===== src/pmr_pkg.sv =====
// Constants and types shared by both ends of the power/mode link.
// Assumes one 25 MHz master clock feeds device and host.
//
// Operation
// - Held disabled until digital supply valid
// - Rails and references good, then ordered power-up
// - Power enable bit switches whole device
// - Powered down keeps registers, serial port live
// - Host restarts power enable before configuring
// - LED supply loss keeps configuration
// - Host writes mode codes to setup one
// - Master clock to strobe ratio per mode
// - Mode two dual sampling writes 03 to setup three
// - Key A3 at 01 enters test mode
// - Test mode maps every address to page
// - Test read of 27 returns revision
// - Key 23 at 01 leaves test mode
// - Write frame: address, data, commit strobe
// - Read frame returns data on falling clock
package pmr_pkg;

  // ==========================================================
  // Serial frame
  localparam int          FRAME_W        = 14;
  localparam int          READ_BIT       = 4;
  localparam logic [5:0]  ADDR_SETUP1    = 6'h01;
  localparam logic [5:0]  ADDR_SETUP2    = 6'h02;
  localparam logic [5:0]  ADDR_SETUP3    = 6'h03;
  localparam logic [5:0]  ADDR_SWRESET   = 6'h04;
  localparam logic [5:0]  ADDR_REVISION  = 6'h27;
  localparam logic [7:0]  TEST_ENTER_KEY = 8'hA3;
  localparam logic [7:0]  TEST_EXIT_KEY  = 8'h23;

  // ==========================================================
  // Setup registers
  localparam logic [7:0]  SETUP1_RST     = 8'h03;
  localparam logic [7:0]  SETUP2_RST     = 8'h00;
  localparam logic [7:0]  SETUP3_RST     = 8'h13;
  localparam int          EN_BIT         = 0;
  localparam int          DUAL_BIT       = 1;
  localparam int          MAX_SPEED_BIT  = 6;
  localparam int          DUAL_REF_LSB   = 4;
  localparam logic [7:0]  MODE1_DUAL     = 8'h0F;
  localparam logic [7:0]  MODE12_SINGLE  = 8'h0D;
  localparam logic [7:0]  MODE3_SINGLE   = 8'h4D;
  localparam logic [7:0]  SETUP3_M2_DUAL = 8'h03;

  // ==========================================================
  // Sampling ratios
  localparam logic [7:0]  RATIO_MODE2    = 8'h03;
  localparam logic [7:0]  RATIO_MODE3    = 8'h02;
  localparam logic [7:0]  RATIO_M1_MIN   = 8'h04;

  // ==========================================================
  // Timing
  localparam int          CLK_NS         = 40;
  localparam int          STAGE_NS       = 200;
  localparam logic [3:0]  STAGE_CYC      =
    4'((STAGE_NS + CLK_NS - 1) / CLK_NS);
  localparam logic [4:0]  SCK_HALF       = 5'h0A;

  // ==========================================================
  // Host APB map
  localparam logic [7:0]  HOST_CMD       = 8'h00;
  localparam logic [7:0]  HOST_STATUS    = 8'h04;
  localparam logic [7:0]  HOST_MODE      = 8'h08;
  localparam int          CMD_ADDR_LSB   = 8;
  localparam int          ST_INIT_BIT    = 1;
  localparam int          ST_RDATA_LSB   = 8;
  localparam int          MODE_DUAL_BIT  = 2;
  localparam int          MODE_N_LSB     = 4;

  typedef enum logic [2:0] {
    PWR_POR, PWR_LDO, PWR_REFS, PWR_SEQ, PWR_ON, PWR_OFF
  } pmr_pwr_t;

  typedef enum logic [2:0] {
    H_IDLE, H_SHIFT, H_COMMIT, H_READ, H_GAP
  } pmr_host_t;

endpackage : pmr_pkg


===== src/pmr_link_if.sv =====
// Four-wire control link plus pixel sample strobe.
// Assumes both ends share the master clock.
`timescale 1ns/1ps
`default_nettype none
interface pmr_link_if;
  logic sck;
  logic serial_data_in;
  logic serial_commit_strobe;
  logic serial_data_out;
  logic pixel_sample_strobe;

  modport device (
    input  sck,
    input  serial_data_in,
    input  serial_commit_strobe,
    input  pixel_sample_strobe,
    output serial_data_out
  );

  modport host (
    output sck,
    output serial_data_in,
    output serial_commit_strobe,
    output pixel_sample_strobe,
    input  serial_data_out
  );
endinterface : pmr_link_if
`default_nettype wire


===== src/pmr_device.sv =====
// Device end: power sequencing, setup registers, test page.
// Assumes link pins are asynchronous to clk; strobe is on clk.
//
// Our own choice: the APB interface to the registers.
`timescale 1ns/1ps
`default_nettype none
module pmr_device #(
  // Arbitrary value
  parameter logic [6:0] REVISION = 7'h2A
) (
  input  wire logic  clk,
  input  wire logic  reset,
  input  wire logic  ce,
  pmr_link_if.device link,
  input  wire logic  digital_supply_ok,
  input  wire logic  led_drive_supply_ok,
  input  wire logic  front_end_supply_ok,
  input  wire logic  references_ok,
  output logic       ldo_enable,
  output logic       reference_enable,
  output logic       system_enable,
  output logic       device_active,
  output logic       test_mode,
  output logic       dual_sample_mode,
  output logic       max_speed_mode,
  output logic       ratio_ok
);
  import pmr_pkg::*;

  // ==========================================================
  // Input synchronisers
  logic [6:0]   raw;
  logic [6:0]   s1_q;
  logic [6:0]   s2_q;

  assign raw = {link.sck, link.serial_data_in, link.serial_commit_strobe, digital_supply_ok,
                led_drive_supply_ok, front_end_supply_ok,
                references_ok};

  for (genvar i = 0; i < 7; i++) begin : g_sync
    always_ff @(posedge clk or posedge reset) begin
      if (reset) begin
        s1_q[i] <= 1'b0;
        s2_q[i] <= 1'b0;
      end else if (ce) begin
        s1_q[i] <= raw[i];
        s2_q[i] <= s1_q[i];
      end
    end
  end

  logic sck_s;
  logic sdi_s;
  logic sen_s;
  logic dig_s;
  logic led_s;
  logic fe_s;
  logic ref_s;
  logic por;

  assign sck_s = s2_q[6];
  assign sdi_s = s2_q[5];
  assign sen_s = s2_q[4];
  assign dig_s = s2_q[3];
  assign led_s = s2_q[2];
  assign fe_s  = s2_q[1];
  assign ref_s = s2_q[0];
  assign por   = ~dig_s;

  // ==========================================================
  // Serial edges and shifter
  logic               sck_prev_q;
  logic               sen_prev_q;
  logic [FRAME_W-1:0] shift_q;
  logic               sck_rise;
  logic               sck_fall;
  logic               commit;
  logic [5:0]         frame_addr;
  logic [7:0]         frame_data;
  logic               is_read;

  assign sck_rise   = sck_s & ~sck_prev_q;
  assign sck_fall   = ~sck_s & sck_prev_q;
  assign commit     = sen_s & ~sen_prev_q;
  assign frame_addr = shift_q[FRAME_W-1:8];
  assign frame_data = shift_q[7:0];
  assign is_read    = frame_addr[READ_BIT];

  always_ff @(posedge clk or posedge reset) begin
    if (reset) begin
      sck_prev_q <= 1'b0;
      sen_prev_q <= 1'b0;
    end else if (ce) begin
      sck_prev_q <= sck_s;
      sen_prev_q <= sen_s;
    end
  end

  always_ff @(posedge clk or posedge reset) begin
    if (reset) begin
      shift_q <= '0;
    end else if (ce && sck_rise) begin
      shift_q <= {shift_q[FRAME_W-2:0], sdi_s};
    end
  end

  // ==========================================================
  // Setup registers
  logic [7:0] setup1_q;
  logic [7:0] setup2_q;
  logic [7:0] setup3_q;
  logic       test_q;
  logic       wr;

  assign wr = commit & ~is_read;

  always_ff @(posedge clk or posedge reset) begin
    if (reset) begin
      setup1_q <= SETUP1_RST;
      setup2_q <= SETUP2_RST;
      setup3_q <= SETUP3_RST;
    end else if (ce) begin
      if (por) begin
        setup1_q <= SETUP1_RST;
        setup2_q <= SETUP2_RST;
        setup3_q <= SETUP3_RST;
      end else if (wr && !test_q) begin
        // Decoded in every power state
        if (frame_addr == ADDR_SWRESET) begin
          setup1_q <= SETUP1_RST;
          setup2_q <= SETUP2_RST;
          setup3_q <= SETUP3_RST;
        end else if (frame_addr == ADDR_SETUP1 &&
                     frame_data != TEST_ENTER_KEY) begin
          setup1_q <= frame_data;
        end else if (frame_addr == ADDR_SETUP2) begin
          setup2_q <= frame_data;
        end else if (frame_addr == ADDR_SETUP3) begin
          setup3_q <= frame_data;
        end
      end
    end
  end

  // Test page mode
  always_ff @(posedge clk or posedge reset) begin
    if (reset) begin
      test_q <= 1'b0;
    end else if (ce) begin
      if (por) begin
        test_q <= 1'b0;
      end else if (wr && test_q) begin
        if (frame_data == TEST_EXIT_KEY) begin
          test_q <= 1'b0;
        end
      end else if (wr) begin
        if (frame_addr == ADDR_SETUP1 &&
            frame_data == TEST_ENTER_KEY) begin
          test_q <= 1'b1;
        end
      end
    end
  end

  // ==========================================================
  // Read-back
  function automatic logic [7:0] read_value(
    input logic [5:0] addr,
    input logic       tst,
    input logic [7:0] r1,
    input logic [7:0] r2,
    input logic [7:0] r3
  );
    logic [5:0] a;
    a = addr;
    a[READ_BIT] = 1'b0;
    if (tst) begin
      read_value = {REVISION, 1'b0};
    end else if (a == ADDR_SETUP1) begin
      read_value = r1;
    end else if (a == ADDR_SETUP2) begin
      read_value = r2;
    end else if (a == ADDR_SETUP3) begin
      read_value = r3;
    end else begin
      read_value = 8'h00;
    end
  endfunction : read_value

  logic [7:0] out_q;
  logic       sdo_q;

  always_ff @(posedge clk or posedge reset) begin
    if (reset) begin
      out_q <= 8'h00;
      sdo_q <= 1'b0;
    end else if (ce) begin
      if (commit && is_read) begin
        out_q <= read_value(frame_addr, test_q, setup1_q,
                            setup2_q, setup3_q);
      end else if (sck_fall) begin
        sdo_q <= out_q[7];
        out_q <= {out_q[6:0], 1'b0};
      end
    end
  end

  assign link.serial_data_out = sdo_q;

  // ==========================================================
  // Power sequencer
  pmr_pwr_t   state_q;
  pmr_pwr_t   state_d;
  logic [3:0] stage_q;
  logic       en;
  logic       rails;

  assign en    = setup1_q[EN_BIT];
  assign rails = led_s & fe_s & ref_s;

  always_comb begin
    state_d = state_q;
    case (state_q)
      PWR_POR:  state_d = PWR_LDO;
      PWR_LDO:  if (led_s) state_d = PWR_REFS;
      PWR_REFS: if (rails) state_d = PWR_SEQ;
      PWR_SEQ: begin
        if (!rails) state_d = PWR_LDO;
        else if (stage_q == STAGE_CYC) state_d = PWR_ON;
      end
      PWR_ON:   if (!rails) state_d = PWR_LDO;
      PWR_OFF:  if (en) state_d = PWR_LDO;
      default:  state_d = PWR_POR;
    endcase
    if (!en && state_d != PWR_POR) begin
      state_d = PWR_OFF;
    end
    if (por) begin
      state_d = PWR_POR;
    end
  end

  always_ff @(posedge clk or posedge reset) begin
    if (reset) begin
      state_q          <= PWR_POR;
      stage_q          <= 4'h0;
      ldo_enable       <= 1'b0;
      reference_enable <= 1'b0;
      system_enable    <= 1'b0;
      device_active    <= 1'b0;
    end else if (ce) begin
      state_q          <= state_d;
      stage_q          <= (state_d == PWR_SEQ && state_q == PWR_SEQ)
                          ? stage_q + 4'h1 : 4'h0;
      ldo_enable       <= state_d != PWR_POR && state_d != PWR_OFF;
      reference_enable <= state_d == PWR_REFS || state_d == PWR_SEQ
                          || state_d == PWR_ON;
      system_enable    <= state_d == PWR_SEQ || state_d == PWR_ON;
      device_active    <= state_d == PWR_ON;
    end
  end

  // ==========================================================
  // Strobe ratio monitor
  logic [7:0] gap_q;
  logic [7:0] gap_n;
  logic       ratio_q;

  assign gap_n = (gap_q == 8'hFF) ? gap_q : gap_q + 8'h01;

  always_ff @(posedge clk or posedge reset) begin
    if (reset) begin
      gap_q   <= 8'h00;
      ratio_q <= 1'b0;
    end else if (ce) begin
      if (link.pixel_sample_strobe) begin
        gap_q <= 8'h00;
        if (setup1_q[MAX_SPEED_BIT]) begin
          ratio_q <= gap_n == RATIO_MODE3;
        end else begin
          ratio_q <= gap_n == RATIO_MODE2 ||
                     (gap_n >= RATIO_M1_MIN && !gap_n[0]);
        end
      end else begin
        gap_q <= gap_n;
      end
    end
  end

  assign test_mode        = test_q;
  assign dual_sample_mode = setup1_q[DUAL_BIT];
  assign max_speed_mode   = setup1_q[MAX_SPEED_BIT];
  assign ratio_ok         = ratio_q;

endmodule : pmr_device
`default_nettype wire


===== src/flat_wrapper.sv =====
// flat-port wrapper written by rule: the top's interface ports become plain ports
module pmr_device_flat import pmr_pkg::*;
#(
                    
  parameter logic [6:0] REVISION = 7'h2A
)
  (clk, reset, ce, digital_supply_ok, led_drive_supply_ok, front_end_supply_ok, references_ok, ldo_enable, reference_enable, system_enable, device_active, test_mode, dual_sample_mode, max_speed_mode, ratio_ok, link_sck, link_serial_data_in, link_serial_commit_strobe, link_pixel_sample_strobe, link_serial_data_out);
  pmr_link_if link_i ();
  input  wire logic clk;
  input  wire logic reset;
  input  wire logic ce;
  input  wire logic digital_supply_ok;
  input  wire logic led_drive_supply_ok;
  input  wire logic front_end_supply_ok;
  input  wire logic references_ok;
  output logic ldo_enable;
  output logic reference_enable;
  output logic system_enable;
  output logic device_active;
  output logic test_mode;
  output logic dual_sample_mode;
  output logic max_speed_mode;
  output logic ratio_ok;
  input wire logic [$bits(link_i.sck)-1:0] link_sck;
  input wire logic [$bits(link_i.serial_data_in)-1:0] link_serial_data_in;
  input wire logic [$bits(link_i.serial_commit_strobe)-1:0] link_serial_commit_strobe;
  input wire logic [$bits(link_i.pixel_sample_strobe)-1:0] link_pixel_sample_strobe;
  output wire logic [$bits(link_i.serial_data_out)-1:0] link_serial_data_out;
  assign link_i.sck = link_sck;
  assign link_i.serial_data_in = link_serial_data_in;
  assign link_i.serial_commit_strobe = link_serial_commit_strobe;
  assign link_i.pixel_sample_strobe = link_pixel_sample_strobe;
  assign link_serial_data_out = link_i.serial_data_out;
  pmr_device #(.REVISION(REVISION)) u_core (.clk(clk), .reset(reset), .ce(ce), .link(link_i), .digital_supply_ok(digital_supply_ok), .led_drive_supply_ok(led_drive_supply_ok), .front_end_supply_ok(front_end_supply_ok), .references_ok(references_ok), .ldo_enable(ldo_enable), .reference_enable(reference_enable), .system_enable(system_enable), .device_active(device_active), .test_mode(test_mode), .dual_sample_mode(dual_sample_mode), .max_speed_mode(max_speed_mode), .ratio_ok(ratio_ok));
endmodule

===== config.mk =====
export PLATFORM = sky130hd
export DESIGN_NAME = pmr_device_flat
export DESIGN_NICKNAME = d
export VERILOG_FILES = /design/src/pmr_pkg.sv /design/src/pmr_link_if.sv /design/src/pmr_device.sv /design/src/flat_wrapper.sv
export SDC_FILE = /design/constraint.sdc
export NUM_CORES = 1
export LEC_CHECK = 0
export ABC_AREA = 0
export ABC_CLOCK_PERIOD_IN_PS = 3260
export CORE_MARGIN = 3
export CORE_UTILIZATION = 60
export CTS_CLUSTER_DIAMETER = 30
export DETAILED_ROUTE_END_ITERATION = 8
export DONT_BUFFER_PORTS = 1
export HOLD_SLACK_MARGIN = 0.02
export MAX_ROUTING_LAYER = met4
export PLACE_DENSITY_LB_ADDON = 0.25
export SYNTH_ARGS = -nofsm -noshare
export SYNTH_HDL_FRONTEND = slang
export SYNTH_SLANG_ARGS = --single-unit

===== constraint.sdc =====
create_clock -name clk -period 3.26 [get_ports clk]
set_clock_uncertainty 0.15 [all_clocks]
set_input_delay 0.326 -clock clk [delete_from_list [all_inputs] [get_ports clk]]
set_output_delay 0.326 -clock clk [all_outputs]
set_load 0.01 [all_outputs]

==> results.sh <==
export IMPL_synth_compound_area_share_pct=16.7
export IMPL_path_buf_inv=0
export IMPL_slew_violations=0
export IMPL_ys_seq_area_share_pct=50.8
export IMPL_ys_async_sr_fraction_pct=100
export IMPL_use_met2_pct=37.0
export IMPL_rows=29
export IMPL_grt_setup_unrepaired="no"
export IMPL_peakVddDrop_mv=0.413
export IMPL_synth_top_family_by_area="compound AO/OA/AOI/OAI gates"
export IMPL_maxCapViolCount=0
export IMPL_antenna_found_initial=0
export IMPL_ctsHoldBuffers=11
export IMPL_place_gp_congestion=0.854
export IMPL_setup_viol=0
export IMPL_clock_root_buffer="clkbuf_8"
export IMPL_portBuffers=0
export IMPL_critPathArrivalTime_ns=2.37
export IMPL_setup_tns_ns=0
export IMPL_numCtsBuffers=9
export IMPL_synth_fa_ha_area_share_pct=0.905
export IMPL_drive_gt1_share_pct=19.3
export IMPL_power_frac_seq_pct=49.1
export IMPL_diodes=0
export IMPL_grt_max_degree=47
export IMPL_grtUsageMet1_pct=34.8
export IMPL_die_area_mm2=0.00794
export IMPL_wl_mm=8.62
export IMPL_clkPwrFrac_pct=31.6
export IMPL_postCtsSetupRepairBufs=0
export IMPL_internal_power_mw=2.12
export IMPL_cp_slowest_cell="dfrtp_1"
export IMPL_power_switching_uw=897
export IMPL_firstDrtPassIters=4
export IMPL_clock_sinks=84
export IMPL_cts_resized=0
export IMPL_status="complete, no violations"
export IMPL_core_region_area_mm2=0.00653
export IMPL_area_growth_pct=10.6
export IMPL_chipHeight_um=89.1
export IMPL_synthTopCellsByArea="dfrtp_1 48%, mux2_2 10%, nand2_1 3.5%"
export IMPL_worst_pin_slew_ns=0.746
export IMPL_critPathLaunchType="flop"
export IMPL_synthSimpleGateAreaFrac_pct=14.5
export IMPL_ant_nets=0
export IMPL_fmax_ghz=0.439
export IMPL_synth_edff_count=0
export IMPL_wl_per_cell_um=18.1
export IMPL_placed_area_mm2=0.00420
export IMPL_ys_ff_latch=84
export IMPL_worstPathMaxFanout=21
export IMPL_clk_insertion_delay_late_ns=0.35
export IMPL_yosys_warnings=0
export IMPL_avgViaCountPerCell=6.35
export IMPL_hold_viol_final=0
export IMPL_die_x_um=89.1
export IMPL_start_util_pct=63.5
export IMPL_fin_crit_sh_pct=69.8
export IMPL_synth_nets=404
export IMPL_synth_top_area_share_pct=47.7
export IMPL_hp_class="input pin to flop"
export IMPL_required_ns=3.35
export IMPL_crit_chain="nand2b_1 -> a2111o_1 -> a21oi_4 -> mux2_4"
export IMPL_syn_area_mm2=0.00415
export IMPL_grt_busiest_layer="met2"
export IMPL_crit_family="compound AO/OA/AOI/OAI gates"
export IMPL_synthCells=390
export IMPL_design_area_mm2=0.00459
export IMPL_muxShareOfSynthArea_pct=12.6
export IMPL_h_tree_depth=3
export IMPL_slew_headroom_pct=50.1
export IMPL_io_pins=20
export IMPL_use_met3_pct=4.88
export IMPL_cp_slowest_stage_delay_ns=0.60
export IMPL_first_global_vias=2933
export IMPL_p_comb_share_pct=19.3
export IMPL_power_density_mw_per_mm2=658
export IMPL_synth_flop_cell="dfrtp_1"
export IMPL_dp_hpwl_mm=5.52
export IMPL_yosysTopAreaCell="dfrtp_1"
export IMPL_path_clk_slew_ns=0.08
export IMPL_cts_tree="built"
export IMPL_fin_nets=408
export IMPL_clk_path_buf_depth=2
export IMPL_min_period_ns=2.28
export IMPL_gr_total_overflow=0
export IMPL_postSynthAreaPerCell_um2=10.6
export IMPL_synth_xor_area_share_pct=0.634
export IMPL_grt_pass1_wl_mm=14.7
export IMPL_cp_end_kind="flop"
export IMPL_num_vias=3023
export IMPL_grt_util_all_layers_pct=25.0
export IMPL_worst_setup_path_type="flop to flop"
export IMPL_ys_types=58
export IMPL_power_leakage_nw=1.98
export IMPL_swShare_pct=29.7
export IMPL_drt_iter0_drc=224
export IMPL_drc=0
[cell families (layout without fill, tap and decap cells)]
| kind of cell | count (synthesis) | count (layout) |
|---|---|---|
| AO/OA/AOI/OAI | 100 | 100 |
| XOR/XNOR | 3 | 3 |
| adder cells (fa/ha/maj) | 3 | 3 |
| buffers and inverters | 42 | 51 |
| flip-flops | 84 | 84 |
| multiplexers | 46 | 46 |
| AND/OR/NAND/NOR | 112 | 112 |
[worst paths after layout]
check                                    startpoint                 end  slack (ns)  depth (start not counted)
hold / removal             link_pixel_sample_strobe     u_core.ratio_ok        0.05                          2
max in group asynchronous                     reset  u_core.setup1_q[0]        1.87                          3
min in group asynchronous                     reset  u_core.setup1_q[4]        0.38                          2
hold reg to reg                  u_core.setup3_q[3]  u_core.setup3_q[3]        0.33                          2
setup / recovery                  u_core.shift_q[9]  u_core.setup1_q[6]        0.98                          4
setup reg to reg                  u_core.shift_q[9]  u_core.setup1_q[6]        0.98                          4
[Yosys cell counts (2+ instances only)]
master and count:
nand2_1 39, a31oi_1 6, o21ai_0 21, nand3b_1 3, mux2i_1 6, o32ai_1 5, ha_1 3, and2_1 5
a31o_2 2, nor3_1 5, o311ai_1 2, a41oi_1 2, o22ai_1 9, nand3_1 8, or3_1 3, dfstp_2 5
a22oi_1 3, a21oi_1 20, nand2b_1 10, xnor2_1 2, a21o_1 3, clkbuf_1 20, nor4_1 2, nor2_1 10
and3_1 2, and3b_1 3, and4_1 2, nor3b_1 4, nand4_1 4, dfrtp_1 79, o221a_2 2, mux2_4 3
a22o_1 6, nor2b_1 6, o311ai_0 5, inv_1 20, mux2_2 37, a32o_1 3
[layout by cell type, fill, tap and decap left out, types with 4 or more instances in the layout]
master / Yosys / final
bufinv_16: 0 / 4
dlygate4sd3_1: 0 / 10
nor3_1: 5 / 5
nand2_1: 39 / 39
a21oi_1: 20 / 20
o32ai_1: 5 / 5
a22o_1: 6 / 6
dfrtp_1: 79 / 79
nor2b_1: 6 / 6
a31oi_1: 6 / 6
o21ai_0: 21 / 21
o22ai_1: 9 / 9
mux2i_1: 6 / 6
nand2b_1: 10 / 10
nor3b_1: 4 / 4
dfstp_2: 5 / 5
nand3_1: 8 / 8
and2_1: 5 / 5
inv_1: 20 / 19
mux2_2: 37 / 37
nor2_1: 10 / 10
clkbuf_8: 0 / 9
o311ai_0: 5 / 5
nand4_1: 4 / 4
[per-layer routing]
metal,share of wire (%),wire [um],vias to the layer above
met1,46,3980,1497
met2,47,4030,88
met3,5.6,487,8
li1,-,-,1430
met4,1.4,119,0
met5,0,0,-
[sequential cells by signal (all words and copies together), names as in the netlist, 3 cells and up]
name / flops
u_core.setup3_q: 8
u_core.setup1_q: 8
u_core.out_q: 8
u_core.shift_q: 14
u_core.stage_q: 4
u_core.state_q: 3
u_core.gap_q: 8
u_core.s1_q: 7
u_core.setup2_q: 8
[layout make-up]
type / instances / area, um^2
flip-flops and latches: 84 / 2110
repair buffers: 15 / 163
clock inverters: 7 / 139
fillers: 495 / 1950
inverters: 20 / 76.3
well taps: 77 / 96.3
multi-input cells: 264 / 1880
clock buffers: 9 / 124
[power by group through the flow]
stage	Combinational (mW)	Clock (mW)	Sequential [mW]
6_report	0.582	0.954	1.48
5_1_grt	0.648	1.03	1.52
4_1_cts	0.585	0.973	1.48
3_5_place_dp	0.560	0	1.50
3_3_place_gp	0.539	0	1.49
2_1_floorplan	0.525	0	1.38
[stage by stage]
step                      util (%)  cells  power (mW)  setup WS [ns]  hold WS (ns)
final                         70.2    476        3.02          0.983        0.0497
after global routing          70.2    476        3.19          0.866        0.0335
after CTS                     70.2    476        3.04          0.991        0.0313
after detailed placement      64.3    449        2.06          0.994         0.197
after global placement        64.3    449        2.02           1.05         0.182
after floorplan                  -    390        1.91          0.627         0.291
Power figures use the tool's default switching activity.
